--- src/lpcg_pkg.sv ---
// Constants and carrier types of the unit clock gating block.
// Assumes one 100 MHz clock and a synchronous active-low reset.
// What this block does
// [RQ1] Enable bit one clocks unit, zero stops it
// [RQ2] Access to unclocked unit answers bus fault
// [RQ3] Gating bits reset to zero unless stated
// [RQ4] Bit 16 enables converter unit clock
// [RQ5] Sleep register rate field bits 9:8
// [RQ6] Stored rate never exceeds unit maximum
// [RQ7] Bit 6 hibernation enable, resets to one
// [RQ8] Bit 3 watchdog enable, resets to zero
// [RQ9] Reserved bits read zero, ignore writes
// [RQ10] Separate run, sleep, deep-sleep gating registers
// [RQ11] Sleep registers act only with auto select
// [RQ12] Deep-sleep register at 0x120, no rate
// [RQ13] Deep-sleep register resets to 0x00000040
// [RQ14] Software enables units before using them
// [RQ15] Sleep register at 0x110, resets 0x00000040
// [RQ16] Without auto select run register always applies
package lpcg_pkg;

  // Register byte offsets
  localparam logic [11:0] OFS_RUN_GATE   = 12'h100;
  localparam logic [11:0] OFS_SLEEP_GATE = 12'h110;
  localparam logic [11:0] OFS_DEEP_GATE  = 12'h120;
  localparam logic [11:0] OFS_RUN_CFG    = 12'h130;
  localparam logic [11:0] OFS_IRQ_STAT   = 12'h140;
  localparam logic [11:0] OFS_IRQ_CLEAR  = 12'h144;
  localparam logic [11:0] OFS_IRQ_ENABLE = 12'h148;

  // Field positions
  localparam int BIT_ADC         = 16;
  localparam int BIT_RATE_LO     = 8;
  localparam int BIT_HIBERNATION = 6;
  localparam int BIT_WATCHDOG    = 3;
  localparam int BIT_AUTO_SEL    = 0;

  // Reset values
  localparam logic [31:0] RST_GATE     = 32'h0000_0040;
  localparam logic [31:0] RST_RUN_CFG  = 32'h0000_0000;
  localparam logic [1:0]  RST_IRQ      = 2'h0;

  // Converter sample rate codes
  localparam logic [1:0] RATE_125K = 2'h0;
  localparam logic [1:0] RATE_250K = 2'h1;
  localparam logic [1:0] RATE_500K = 2'h2;
  localparam logic [1:0] RATE_1M   = 2'h3;

  // Interrupt status bits
  localparam int IRQ_FAULT = 0;
  localparam int IRQ_CLAMP = 1;

  localparam logic [1:0] RESP_OKAY   = 2'h0;
  localparam logic [1:0] RESP_SLVERR = 2'h2;

  // Power state from the power-state controller, one-hot
  typedef enum logic [2:0] {
    PS_RUN   = 3'h1,
    PS_SLEEP = 3'h2,
    PS_DEEP  = 3'h4
  } lpcg_pstate_t;

  // One enable per gated unit
  typedef struct packed {
    logic adc;
    logic hibernation_gate;
    logic watchdog_gate;
  } lpcg_units_t;

  // Content of one gating register
  typedef struct packed {
    lpcg_units_t en;
    logic [1:0]  rate;
  } lpcg_gate_t;

endpackage : lpcg_pkg

--- src/lpcg_top.sv ---
// Unit clock gating control: run, sleep and deep-sleep gating registers
// behind an AXI4-Lite slave. Assumes the gated units hold their own
// clock gate cells fed by unit_clk_en, and that the fabric reports each
// access aimed at a unit on unit_access.
module lpcg_top #(
  parameter logic [1:0] MAX_RATE = lpcg_pkg::RATE_1M
) (
  input  wire logic                 clk,
  input  wire logic                 rst_n,
  // AXI4-Lite slave
  input  wire logic [11:0]          s_axi_awaddr,
  input  wire logic                 s_axi_awvalid,
  output logic                      s_axi_awready,
  input  wire logic [31:0]          s_axi_wdata,
  input  wire logic [3:0]           s_axi_wstrb,
  input  wire logic                 s_axi_wvalid,
  output logic                      s_axi_wready,
  output logic [1:0]                s_axi_bresp,
  output logic                      s_axi_bvalid,
  input  wire logic                 s_axi_bready,
  input  wire logic [11:0]          s_axi_araddr,
  input  wire logic                 s_axi_arvalid,
  output logic                      s_axi_arready,
  output logic [31:0]               s_axi_rdata,
  output logic [1:0]                s_axi_rresp,
  output logic                      s_axi_rvalid,
  input  wire logic                 s_axi_rready,
  // Power state and gated units
  input  wire lpcg_pkg::lpcg_pstate_t power_state,
  input  wire lpcg_pkg::lpcg_units_t  unit_access,
  output lpcg_pkg::lpcg_units_t       unit_bus_fault,
  output lpcg_pkg::lpcg_units_t       unit_clk_en,
  output logic [1:0]                  converter_sample_rate,
  output logic                        irq
);

  typedef struct packed {
    lpcg_pkg::lpcg_gate_t  run;
    lpcg_pkg::lpcg_gate_t  slp;
    lpcg_pkg::lpcg_gate_t  dsl;
    logic                  auto_sel;
    logic [1:0]            sts;
    logic [1:0]            ien;
    lpcg_pkg::lpcg_units_t clk_en;
    logic [1:0]            rate;
    logic                  aw_got;
    logic [11:0]           awaddr;
    logic                  w_got;
    logic [31:0]           wdata;
    logic [3:0]            wstrb;
    logic                  bvalid;
    logic [1:0]            bresp;
    logic                  rvalid;
    logic [31:0]           rdata;
    logic [1:0]            rresp;
  } lpcg_state_t;

  lpcg_state_t st;
  lpcg_state_t next_st;

  // Gating register as seen on the bus; reserved bits read zero
  function automatic logic [31:0] gate_word(lpcg_pkg::lpcg_gate_t g,
                                            logic has_rate);
    logic [31:0] w;
    w = 32'h0000_0000;
    w[lpcg_pkg::BIT_ADC] = g.en.adc; // RQ4
    w[lpcg_pkg::BIT_HIBERNATION] = g.en.hibernation_gate; // RQ7
    w[lpcg_pkg::BIT_WATCHDOG]    = g.en.watchdog_gate; // RQ8
    if (has_rate) begin
      w[lpcg_pkg::BIT_RATE_LO +: 2] = g.rate; // RQ5
    end
    return w; // RQ9
  endfunction

  // Byte-lane merge of a write into the old word
  function automatic logic [31:0] lane_merge(logic [31:0] old,
                                             logic [31:0] wd,
                                             logic [3:0]  strb);
    logic [31:0] m;
    m = old;
    for (int i = 0; i < 4; i++) begin
      if (strb[i]) begin
        m[8*i +: 8] = wd[8*i +: 8];
      end
    end
    return m;
  endfunction

  // Word back to register fields; only writable bits are kept
  function automatic lpcg_pkg::lpcg_gate_t gate_unpack(logic [31:0] w,
                                                        logic has_rate);
    lpcg_pkg::lpcg_gate_t g;
    g.en.adc = w[lpcg_pkg::BIT_ADC];
    g.en.hibernation_gate = w[lpcg_pkg::BIT_HIBERNATION];
    g.en.watchdog_gate    = w[lpcg_pkg::BIT_WATCHDOG];
    g.rate   = 2'h0;
    if (has_rate) begin
      g.rate = w[lpcg_pkg::BIT_RATE_LO +: 2];
    end
    return g;
  endfunction

  // Faster codes are cut back to the unit's ceiling
  function automatic logic [1:0] rate_limit(logic [1:0] r);
    return (r > MAX_RATE) ? MAX_RATE : r; // RQ6
  endfunction

  // Read mux, shared by the read channel and the write lane merge
  function automatic logic [31:0] reg_read(lpcg_state_t s,
                                           logic [11:0] a);
    logic [31:0] w;
    w = 32'h0000_0000;
    unique case (a)
      lpcg_pkg::OFS_RUN_GATE:   w = gate_word(s.run, 1'b1);
      lpcg_pkg::OFS_SLEEP_GATE: w = gate_word(s.slp, 1'b1);
      lpcg_pkg::OFS_DEEP_GATE:  w = gate_word(s.dsl, 1'b0); // RQ12
      lpcg_pkg::OFS_RUN_CFG:    w[lpcg_pkg::BIT_AUTO_SEL] = s.auto_sel;
      lpcg_pkg::OFS_IRQ_STAT:   w[1:0] = s.sts;
      lpcg_pkg::OFS_IRQ_ENABLE: w[1:0] = s.ien;
      default:                  w = 32'h0000_0000; // Clear reg is write-only
    endcase
    return w;
  endfunction

  // Every decoded address; anything else answers a slave error so that
  // a stray pointer in software shows up instead of reading silent zeros
  function automatic logic mapped(logic [11:0] a);
    return a == lpcg_pkg::OFS_RUN_GATE   || a == lpcg_pkg::OFS_SLEEP_GATE ||
           a == lpcg_pkg::OFS_DEEP_GATE  || a == lpcg_pkg::OFS_RUN_CFG    ||
           a == lpcg_pkg::OFS_IRQ_STAT   || a == lpcg_pkg::OFS_IRQ_CLEAR  ||
           a == lpcg_pkg::OFS_IRQ_ENABLE;
  endfunction

  lpcg_pkg::lpcg_gate_t sel_gate;
  lpcg_pkg::lpcg_units_t fault;
  logic aw_hs;
  logic w_hs;
  logic ar_hs;
  logic do_wr;
  logic [31:0] wword;
  logic [1:0] wrate;
  logic [1:0] ev;

  // Handshakes: address and data are taken in either order
  assign s_axi_awready = !st.aw_got && !st.bvalid;
  assign s_axi_wready  = !st.w_got && !st.bvalid;
  assign s_axi_arready = !st.rvalid;
  assign aw_hs = s_axi_awvalid && s_axi_awready;
  assign w_hs  = s_axi_wvalid && s_axi_wready;
  assign ar_hs = s_axi_arvalid && s_axi_arready;
  assign do_wr = st.aw_got && st.w_got && !st.bvalid;

  // Sleep registers only count under auto select, else run applies
  always_comb begin
    sel_gate = st.run; // RQ16
    if (st.auto_sel) begin // RQ11
      unique case (power_state)
        lpcg_pkg::PS_SLEEP: sel_gate = st.slp; // RQ10
        lpcg_pkg::PS_DEEP: begin
          sel_gate      = st.dsl; // RQ10
          sel_gate.rate = st.run.rate; // Deep sleep has no rate field
        end
        default: sel_gate = st.run;
      endcase
    end
  end

  // Fault uses the registered enables, so it matches what units see
  assign fault = unit_access & ~st.clk_en; // RQ2
  assign unit_bus_fault = fault;

  always_comb begin
    next_st = st;
    wword   = 32'h0000_0000;
    wrate   = 2'h0;
    ev      = 2'h0;

    // Enables re-timed through a flop: one clean edge per change,
    // which the unit's gate cell needs to stay glitch-free
    next_st.clk_en = sel_gate.en; // RQ1 RQ16
    next_st.rate   = sel_gate.rate;
    ev[lpcg_pkg::IRQ_FAULT] = |fault;

    if (aw_hs) begin
      next_st.aw_got = 1'b1;
      next_st.awaddr = s_axi_awaddr;
    end
    if (w_hs) begin
      next_st.w_got = 1'b1;
      next_st.wdata = s_axi_wdata;
      next_st.wstrb = s_axi_wstrb;
    end

    // Register write once both halves are held
    if (do_wr) begin
      next_st.aw_got = 1'b0;
      next_st.w_got  = 1'b0;
      next_st.bvalid = 1'b1;
      next_st.bresp  = mapped(st.awaddr) ? lpcg_pkg::RESP_OKAY
                                         : lpcg_pkg::RESP_SLVERR;
      // Merge against the read view, so reserved bits stay zero
      wword = lane_merge(reg_read(st, st.awaddr), st.wdata, st.wstrb);
      wrate = wword[lpcg_pkg::BIT_RATE_LO +: 2];
      unique case (st.awaddr)
        lpcg_pkg::OFS_RUN_GATE: begin
          next_st.run      = gate_unpack(wword, 1'b1); // RQ9
          next_st.run.rate = rate_limit(wrate); // RQ6
          ev[lpcg_pkg::IRQ_CLAMP] = wrate > MAX_RATE;
        end
        lpcg_pkg::OFS_SLEEP_GATE: begin
          next_st.slp      = gate_unpack(wword, 1'b1); // RQ5
          next_st.slp.rate = rate_limit(wrate); // RQ6
          ev[lpcg_pkg::IRQ_CLAMP] = wrate > MAX_RATE;
        end
        lpcg_pkg::OFS_DEEP_GATE:
          next_st.dsl = gate_unpack(wword, 1'b0); // RQ12
        lpcg_pkg::OFS_RUN_CFG:
          next_st.auto_sel = wword[lpcg_pkg::BIT_AUTO_SEL];
        lpcg_pkg::OFS_IRQ_CLEAR:
          next_st.sts = st.sts & ~wword[1:0];
        lpcg_pkg::OFS_IRQ_ENABLE:
          next_st.ien = wword[1:0];
        default: next_st.run = st.run; // Unmapped or read-only
      endcase
    end
    if (st.bvalid && s_axi_bready) begin
      next_st.bvalid = 1'b0;
    end

    // New events set after the clear, so a coincident event survives
    next_st.sts = next_st.sts | ev;

    // Read answer registered one cycle after the address is taken
    if (ar_hs) begin
      next_st.rvalid = 1'b1;
      next_st.rdata  = reg_read(st, s_axi_araddr);
      next_st.rresp  = mapped(s_axi_araddr) ? lpcg_pkg::RESP_OKAY
                                            : lpcg_pkg::RESP_SLVERR;
    end else if (st.rvalid && s_axi_rready) begin
      next_st.rvalid = 1'b0;
    end
  end

  // Single state register
  always_ff @(posedge clk) begin
    if (!rst_n) begin
      st          <= '0;
      st.run      <= gate_unpack(lpcg_pkg::RST_GATE, 1'b1); // RQ3 RQ7
      st.slp      <= gate_unpack(lpcg_pkg::RST_GATE, 1'b1); // RQ15
      st.dsl      <= gate_unpack(lpcg_pkg::RST_GATE, 1'b0); // RQ13
      st.auto_sel <= lpcg_pkg::RST_RUN_CFG[lpcg_pkg::BIT_AUTO_SEL];
      st.sts      <= lpcg_pkg::RST_IRQ;
      st.ien      <= lpcg_pkg::RST_IRQ;
      // Enables start from the same reset word as the registers, so
      // the units see no change at the first edge after release
      st.clk_en.adc <= lpcg_pkg::RST_GATE[lpcg_pkg::BIT_ADC]; // RQ3
      st.clk_en.hibernation_gate <=
        lpcg_pkg::RST_GATE[lpcg_pkg::BIT_HIBERNATION]; // RQ7
      st.clk_en.watchdog_gate <=
        lpcg_pkg::RST_GATE[lpcg_pkg::BIT_WATCHDOG]; // RQ8
    end else begin
      st <= next_st;
    end
  end

  // Outputs straight from state
  assign s_axi_bvalid          = st.bvalid;
  assign s_axi_bresp           = st.bresp;
  assign s_axi_rvalid          = st.rvalid;
  assign s_axi_rdata           = st.rdata;
  assign s_axi_rresp           = st.rresp;
  assign unit_clk_en           = st.clk_en;
  assign converter_sample_rate = st.rate;
  assign irq                   = |(st.sts & st.ien);

endmodule // lpcg_top

--- config.mk ---
export PLATFORM = sky130hd
export DESIGN_NAME = lpcg_top
export DESIGN_NICKNAME = d
export VERILOG_FILES = /design/src/lpcg_pkg.sv /design/src/lpcg_top.sv
export SDC_FILE = /design/constraint.sdc
export NUM_CORES = 1
export LEC_CHECK = 0
export ABC_CLOCK_PERIOD_IN_PS = 2270
export BUFFER_PORTS_ARGS = -buffer_cell sky130_fd_sc_hd__buf_2
export CORE_MARGIN = 8
export CORE_UTILIZATION = 49
export DETAILED_ROUTE_END_ITERATION = 10
export GPL_ROUTABILITY_DRIVEN = 0
export GPL_TIMING_DRIVEN = 0
export PLACE_DENSITY = 0.92
export SLEW_MARGIN = 0
export SYNTH_ARGS = -nofsm -noshare
export SYNTH_HDL_FRONTEND = slang
export SYNTH_SLANG_ARGS = --single-unit
--- constraint.sdc ---
create_clock -name clk -period 2.27 [get_ports clk]
set_clock_uncertainty 0.2 [all_clocks]
set_input_delay 0.227 -clock clk [delete_from_list [all_inputs] [get_ports clk]]
set_output_delay 0.227 -clock clk [all_outputs]
set_load 0.02 [all_outputs]
# Yosys cells after proc, flatten, opt, wreduce, memory -nomap -nowiden
# Cells that the tools add are included.
# W data, S select, Z words.
[totals] mem_count=0 rom_bits=0 in_bits=73 ramBits=0 latch_bits=0 reg_bits=95 output_inout_bits=50
[classes] n_mul=0 magnitude_cmp=1 n_addsub=0 n_eq_ne=16 div=0 n_mux=23 n_reduce_logical=36 bitwise_logic=7 n_shift=0
[op_table] cell="$eq A12 B9 Y1 const B" n=14
[op_table] cell="$pmux W15 S3" n=2
[op_table] cell="$mux W2" n=7
[op_table] cell="$mux W7" n=2
[op_table] cell="$logic_or A1 B1 Y1" n=12
[op_table] cell="$pmux W5 S2" n=1
[op_table] cell="$reduce_and A2 Y1" n=5
[op_table] cell="$logic_and A1 B1 Y1" n=9
[op_table] cell="$reduce_or A2 Y1" n=4
[op_table] cell="$pmux W1 S3" n=2
[op_table] cell="$mux W1" n=5
[op_table] cell="$mux W5" n=1
[op_table] cell="$and A2 B2 Y2" n=2
[op_table] cell="$logic_not A1 Y1" n=4
[op_table] cell="$mux W4" n=1
[op_table] cell="$pmux W1 S2" n=2
[op_table] cell="$and A3 B3 Y3" n=1
[op_table] cell="$eq A3 B2 Y1 const B" n=1
[op_table] cell="$eq A3 B3 Y1 const B" n=1
[op_table] cell="$not A3 Y3" n=1
[op_table] cell="$reduce_or A3 Y1" n=1
[op_table] cell="$gt A2 B2 Y1 const B" n=1
[op_table] cell="$not A2 Y2" n=1
[op_table] cell="$or A2 B2 Y2" n=1
[op_table] cell="other kinds (2)" n=2

# Longest topological paths before layout
# Gate-level depths: netlist of the first run.
[logic_depth] word_depth=9 mapped_depth=5 depth_no_buf=4

# Worst setup path after synthesis of the first run
# Ideal clock, no wire load.
[synth_timing] path_kind="register to register" startpoint="reg st[85] (netlist bit)" endpoint="reg st[103] (netlist bit)" required_ns=1.996 setup_time_ns=0.074 period_less_slack_ns=1.786 path_slack_ns=0.484 n_path_buf=0 t_arrival_ns=1.512 path_stages_with_launch=5 path_cell_list="dfxtp_1 -> or4b_4 -> nor4_4 -> o21ai_1 -> a31oi_1"
[synth_via] elab_chain_cells=6
[synth_lines] element="start: declaration" line="lpcg_top.sv:58" text="lpcg_state_t st;"
[synth_lines] element="start signal: assignment" line="lpcg_top.sv:262" text="st <= next_st;"
[synth_lines] element="$eq A12 B9 Y1 (on tied branches)" line="lpcg_top.sv:113, lpcg_top.sv:204"
[synth_lines] element="$pmux W15 S3" line="lpcg_top.sv:113" text="unique case (a)"
[synth_lines] element="$mux W2" line="lpcg_top.sv:82" text="if (strb[i]) begin"
[synth_lines] element="$mux W2" line="lpcg_top.sv:195" text="if (do_wr) begin"
[synth_lines] element="$gt A2 B2 Y1" line="lpcg_top.sv:105" text="return (r > MAX_RATE) ? MAX_RATE : r;"
[synth_lines] element="$mux W2" line="lpcg_top.sv:105"
# Parallel ways exist; a longest one is shown, timed or not. The select of a mux whose other input is x is not followed.
# A chain may end at the register's enable or synchronous reset.

# Worst setup path in the final report of the first run
[layout_timing] startpoint="reg st[80] (netlist bit)" endpoint="reg st[110] (netlist bit)"
[layout_via] elab_chain_cells=4
[layout_lines] element="$eq A12 B9 Y1 (on tied branches)" line="lpcg_top.sv:113, lpcg_top.sv:204"
[layout_lines] element="$pmux W15 S3" line="lpcg_top.sv:113"
[layout_lines] element="$mux W7" line="lpcg_top.sv:82"
[layout_lines] element="$mux W7" line="lpcg_top.sv:195"
# Parallel ways exist; a longest one is shown, timed or not. The select of a mux whose other input is x is not followed.

==> reports/results.txt, run 1 <==
Critical path fanouts, max: 10
CP top delay family: simple AND/OR/NAND/NOR gates
Post-route DRC: 0
PD cells: 583.2 mW/mm²
Worst r2r dst: st[110]
Layout cells sized above 1: 0.2735
GRT Total Usage: 0.1868
Total CTS buffers: 9
Status: completed
Top-count cell post-synth: nand2_1
Detailed Routing Iterations Pass 1: 5
Ys flop type: dfxtp_1
Core area: 0.006205 mm²
RSZ-0062 raised after global routing: true
Clock share of power: 0.369
Internal power: 1714 µW
Commonest cells in the netlist: 67 x nand2_1, 58 x dfxtp_1, 41 x buf_4
Min-Delay Endpoint: st[85]
Post-route antenna net violation count: 0
Clk buf depth: 2
Final worst slack: 63.28 ps
Crit end category: flip-flop
Seq cells post-synth: 58
Logic pwr share: 0.169
Routed length per instance: 14.60 µm
Power share of the sequential group: 0.462
CTS clk-pin slew, worst paths: 60 ps
CTS tree: built
Max frequency: 0.4532 GHz
Worst hold stages: 4
P_sw: 649.0 µW
Chip height: 95.32 µm
Die area: 0.009086 mm²
Hold Slack: 11.87 ps
Pleak: 0.001766 µW
CP bufs+invs: 1
Netlist cell types: 50
Measured slew at the worst slew-check pin: 666.8 ps
Peak VDD IR: 0.0003983 V
Crit-path slowest cell: nor4_1
Slowest stage delay, CP: 500 ps
Initial Util: 0.4969
R2R Setup Slk: 60 ps
Initial antenna violation count: 0
DPL Wire Length: 6187 µm
Total wire length: 8441 µm
Fin. Hold Viols: 0
Critical path required time: 2270 ps
Postcts setup bufs: 0
IO Port Bufs: 67
Post-place setup slack: 195.1 ps
Remaining global-route overflow: 0
Post-synthesis sequential area ratio: 0.3766
Die width: 95.32 µm
Root Driver: clkbuf_8
Number of synthesized flops with an enable pin: 0
Hold Crit Start: s_axi_awvalid
Hold Path Class: input pin to flip-flop
TritonCTS Sinks: 58
Asr flop ratio synth: 0
Synthesized area per cell: 8.400 µm²
Synth area leader: dfxtp_1
Mapped cell area: 0.003083 mm²
Ratio of final minimum period to clock period: 0.9721
Class of the most critical setup path: flip-flop to flip-flop
Maximum capacitance violations: 0
Vias in the first global route: 2,910
YS warnings: 0
Htree depth: 3
Startpoint Class: flip-flop
Final net count: 569
Worst-case reg-to-reg path depth: 5
Main area contributors after synthesis: dfxtp_1 38%, buf_4 10%, nand2_1 8.2%
Detailed-route via count: 2,996
Synth Instances: 367
Std-Cell Rows: 29
Final setup viols: 0
Post-synth top area share: 0.3766
Pin count of the biggest net entering global routing: 11
Worst-Skew Late Latency: 340 ps
Crit path DAT: 2210 ps
Final min period: 2207 ps
Area Overhead vs Synth: 31.41%
DR vias/cell: 5.183
Sw frac: 0.2747
First-pass GRT wire length: 13,350 µm
Drt initial violations: 189
R2R Path Start: st[80]
Crit-path cells: clkbuf_1 > nor2b_1 > a22o_1 > nor4_1 > a21oi_1
Relative slew slack: 0.5494
# diodes: 0
# IOs: 123
Slew Viols, Final: 0
## power by group through the flow
stage          Sequential [µW]  Clock [µW]  Combinational [µW]
3_3_place_gp              1110           0                 346
4_1_cts                   1090         876                 392
3_5_place_dp              1110           0                 356
6_report                  1090         872                 399
2_1_floorplan             1100           0                 259
5_1_grt                   1090         934                 436
## flip-flops by register name, indices dropped and copies added (netlist names), named ones only
signal	count
s_axi_bresp	1
s_axi_rresp	1
st	41
s_axi_bvalid	1
s_axi_rvalid	1
unit_clk_en	3
s_axi_rdata	7
converter_sample_rate	2
## placed cells by master (no fill, tap or decap), drive strengths merged, types with 4 or more instances in the layout
| cell | count |
|---|---|
| buf | 110 |
| nand2 | 67 |
| dfxtp | 58 |
| clkbuf | 28 |
| conb | 27 |
| a21boi | 26 |
| dlygate4sd3 | 25 |
| o21ai | 20 |
| nor2 | 17 |
| mux2i | 17 |
| a21oi | 15 |
| nor2b | 14 |
| nor3 | 6 |
| a31oi | 6 |
| nor4b | 6 |
| nor4 | 6 |
| or4 | 4 |
| or4b | 4 |
## worst register-to-register path, stage by stage (launching register included)
cell and delay (ps):
dfxtp_1 350, clkbuf_1 410, nor2b_1 200, a22o_1 240, nor4_1 500, a21oi_1 150
## area by class of cell
| cell class | instances | area (µm²) |
|---|---|---|
| fillers | 510 | 2153 |
| multi-input cells | 276 | 1648 |
| flip-flops and latches | 58 | 1161 |
| repair buffers | 92 | 585.6 |
| plain buffers | 57 | 370.4 |
| clock buffers | 14 | 172.7 |
| well taps | 77 | 96.34 |
| clock inverters | 2 | 10.01 |
| inverters | 2 | 7.507 |
## cells by family after synthesis
logic type,Yosys count,share of synthesized area
multiplexers,18,0.05885
flip-flops,58,0.3766
AO/OA/AOI/OAI,83,0.1765
buffers and inverters,59,0.1226
other,1,0.001216
AND/OR/NAND/NOR,148,0.2642
## routing by layer
| metal | routed length [µm] | global-route usage | part of all wire | vias to the layer above |
|---|---|---|---|---|
| li1 | - | - | - | 1484 |
| met1 | 3471 | 0.2080 | 0.41 | 1364 |
| met2 | 3977 | 0.3199 | 0.47 | 142 |
| met3 | 926 | 0.07244 | 0.11 | 6 |
| met4 | 65 | 0.05982 | 0.0077 | 0 |
| met5 | 0 | 0 | 0 | - |
## how the worst max path moves through the flow
stage | from | to | depth (start not counted)
2_1_floorplan | st[85] | st[103] | 4
3_3_place_gp | st[85] | st[112] | 4
3_5_place_dp | st[85] | st[107] | 4
4_1_cts | st[80] | st[110] | 5
5_1_grt | st[75] | st[107] | 4
6_report | st[80] | st[110] | 5
## through the flow
step	instance area (µm²)	total power (µW)	cells	setup TNS (ps)	util
finish	4051	2363	578	0	0.6530
global route	4051	2464	578	-374.4	0.6530
CTS	4045	2357	578	0	0.6519
detailed placement	3612	1468	537	0	0.5822
global placement	3612	1454	537	0	0.5822
floorplan	3181	1363	393	0	-
## what timing repair did
action                     in CTS  in global routing
hold buffers                   25                  0
hold endpoints to repair       24                  0
gates resized for setup         0                  1
setup endpoints to repair       0                  8
Power figures use the tool's default switching activity.
==> run 2, diff against run 1 <==
--- a/config.mk
+++ b/config.mk
@@ -12,7 +12,7 @@
 export DETAILED_ROUTE_END_ITERATION = 10
 export GPL_ROUTABILITY_DRIVEN = 0
 export GPL_TIMING_DRIVEN = 0
-export PLACE_DENSITY = 0.92
+export PLACE_DENSITY = 0.81
 export SLEW_MARGIN = 0
 export SYNTH_ARGS = -nofsm -noshare
 export SYNTH_HDL_FRONTEND = slang
==> reports/results.txt, run 2 (same netlist as run 1, synthesis figures left out) <==
Logic pwr share: 0.163 (-0.006)
GRT Total Usage: 0.1895 (+0.002708)
Critical path fanouts, max: 6 (-4)
Worst-case reg-to-reg path depth: 4 (-1)
# IOs: 123 (unchanged)
Core area: 0.006205 mm² (unchanged)
Critical path required time: 2340 ps (+70 ps)
Detailed Routing Iterations Pass 1: 4 (-1)
Most frequent cells in the layout: 69 x buf_2, 67 x nand2_1, 58 x dfxtp_1, 41 x buf_4, 27 x conb_1
First-pass GRT wire length: 13,560 µm (+1.6%)
Total CTS buffers: 9 (unchanged)
Ratio of final minimum period to clock period: 0.9182 (-0.05395)
Placed insts: 537 (unchanged)
Hold Slack: 45.97 ps (+34.10 ps)
Worst r2r dst: st[109]
Crit-path slowest cell: or4_1
Biggest register: st
Worst hold stages: 4 (unchanged)
Initial Util: 0.4969 (unchanged)
Post-route antenna net violation count: 0 (unchanged)
Final min period: 2084 ps (-122.5 ps)
CTS tree: built
Hold Crit Start: s_axi_awvalid
P_sw: 668.3 µW (+3.0%)
Final setup viols: 0 (unchanged)
Htree depth: 3 (unchanged)
# diodes: 0 (unchanged)
Pin count of the biggest net entering global routing: 11 (unchanged)
Worst-Skew Late Latency: 340 ps (about the same)
Peak VDD IR: 0.0006367 V (+60%)
R2R Setup Slk: 190 ps (+120 ps)
Post-route DRC: 0 (unchanged)
Slew Viols, Final: 0 (unchanged)
Pleak: 0.001775 µW (+0.50%)
Root Driver: clkbuf_8
Maximum capacitance violations: 0 (unchanged)
Remaining global-route overflow: 0 (unchanged)
Total power: 2460 µW (+4.1%)
Relative slew slack: 0.5338 (-0.01558)
Crit end category: flip-flop
Routed length per instance: 14.44 µm (-1.1%)
Slowest stage delay, CP: 590 ps (+90 ps)
Initial antenna violation count: 0 (unchanged)
Setup TNS: 0 ps (unchanged)
Status: completed
Commonest non-fill, non-tap cell in the layout: buf_2
CP top delay family: simple AND/OR/NAND/NOR gates
Startpoint Class: flip-flop
Sw frac: 0.2717 (-0.002975)
Total wire length: 8349 µm (-1.1%)
Final net count: 569 (unchanged)
Fin. Hold Viols: 0 (unchanged)
Final non-filler cell total: 578 (unchanged)
Area Overhead vs Synth: 32.31%
CTS clk-pin slew, worst paths: 60 ps (about the same)
Max frequency: 0.4798 GHz (+5.9%)
Layout cells sized above 1: 0.2794 (+0.005988)
Crit-path cells: nor4b_2 > nand4b_1 > or4_1 > a31oi_1
CP bufs+invs: 0 (-1)
Hold Path Class: input pin to flip-flop
Crit path DAT: 2150 ps (-60 ps)
R2R Path Start: st[85]
Die width: 95.32 µm (unchanged)
PD cells: 603.0 mW/mm² (+3.4%)
Chip height: 95.32 µm (unchanged)
Internal power: 1791 µW (+4.5%)
IO Port Bufs: 67 (unchanged)
Detailed-route via count: 2,968 (-0.93%)
Class of the most critical setup path: flip-flop to flip-flop
DPL Wire Length: 6086 µm (-1.6%)
Vias in the first global route: 2,991 (+2.8%)
RSZ-0062 raised after global routing: false
Die area: 0.009086 mm² (unchanged)
Max reg flops: 41 (unchanged)
Postcts setup bufs: 0 (unchanged)
TritonCTS Sinks: 58 (unchanged)
Std-Cell Rows: 29 (unchanged)
Min-Delay Endpoint: st[85]
Clock share of power: 0.394 (+0.025)
Drt initial violations: 227 (+20%)
DR vias/cell: 5.135 (-0.93%)
Power share of the sequential group: 0.443 (-0.019)
Clk buf depth: 2 (unchanged)
Measured slew at the worst slew-check pin: 689.9 ps (+23.06 ps)
[run 2: cell types whose count changed in the layout (fill, tap and decap cells not counted), sizes merged]
| cell | delta |
|---|---|
| bufinv | +1 |
| clkbuf | -3 |
| clkinv | +1 |
| clkinvlp | +1 |
[run 2: how the worst max path moves through the flow]
stage           start  endpoint  depth (start not counted)
2_1_floorplan  st[85]   st[103]                          4
3_3_place_gp   st[85]   st[108]                          4
3_5_place_dp   st[80]   st[112]                          5
4_1_cts        st[80]   st[112]                          5
5_1_grt        st[75]   st[108]                          4
6_report       st[85]   st[109]                          4
[run 2: worst register-to-register path, stage by stage, from the launching register on]
cell,delay (ps)
dfxtp_1,340
nor4b_2,370
nand4b_1,330
or4_1,590
a31oi_1,180
[run 2: layout make-up]
class	count	area, µm²
Timing Repair Buffer	92	585.6
Multi-Input combinational cell	276	1654
Inverter	2	7.507
Tap cell	77	96.34
Sequential cell	58	1161
Clock inverter	5	52.55
Buffer	57	370.4
Fill cell	515	2126
Clock buffer	11	151.4
[run 2: power by group through the flow]
stage | logic [µW] | registers, µW | clock network (µW)
2_1_floorplan | 259 | 1100 | 0
4_1_cts | 392 | 1090 | 982
3_3_place_gp | 348 | 1110 | 0
3_5_place_dp | 357 | 1110 | 0
5_1_grt | 439 | 1090 | 1030
6_report | 401 | 1090 | 970
[run 2: timing repair]
item                                   4_1_cts  5_1_grt
setup endpoints to repair                    0        2
resized for setup                            0        2
hold buffers                                25        0
endpoints found under the hold margin       24        0
[run 2: metal layers]
layer,part of all wire,GRT usage,vias up
met5,0,0,-
met4,0.014,0.07802,0
met3,0.11,0.06693,10
met2,0.46,0.3205,122
met1,0.42,0.2119,1341
li1,-,-,1495
[run 2: stage by stage]
| stage | setup WS (ps) | cell area (µm²) | utilization |
|---|---|---|---|
| after CTS | 221.8 | 4066 | 0.6554 |
| after floorplan | 484.1 | 3181 | - |
| after detailed placement | 240.6 | 3612 | 0.5822 |
| after global placement | 292.5 | 3612 | 0.5822 |
| final | 185.7 | 4079 | 0.6574 |
| after global routing | 9.751 | 4079 | 0.6574 |
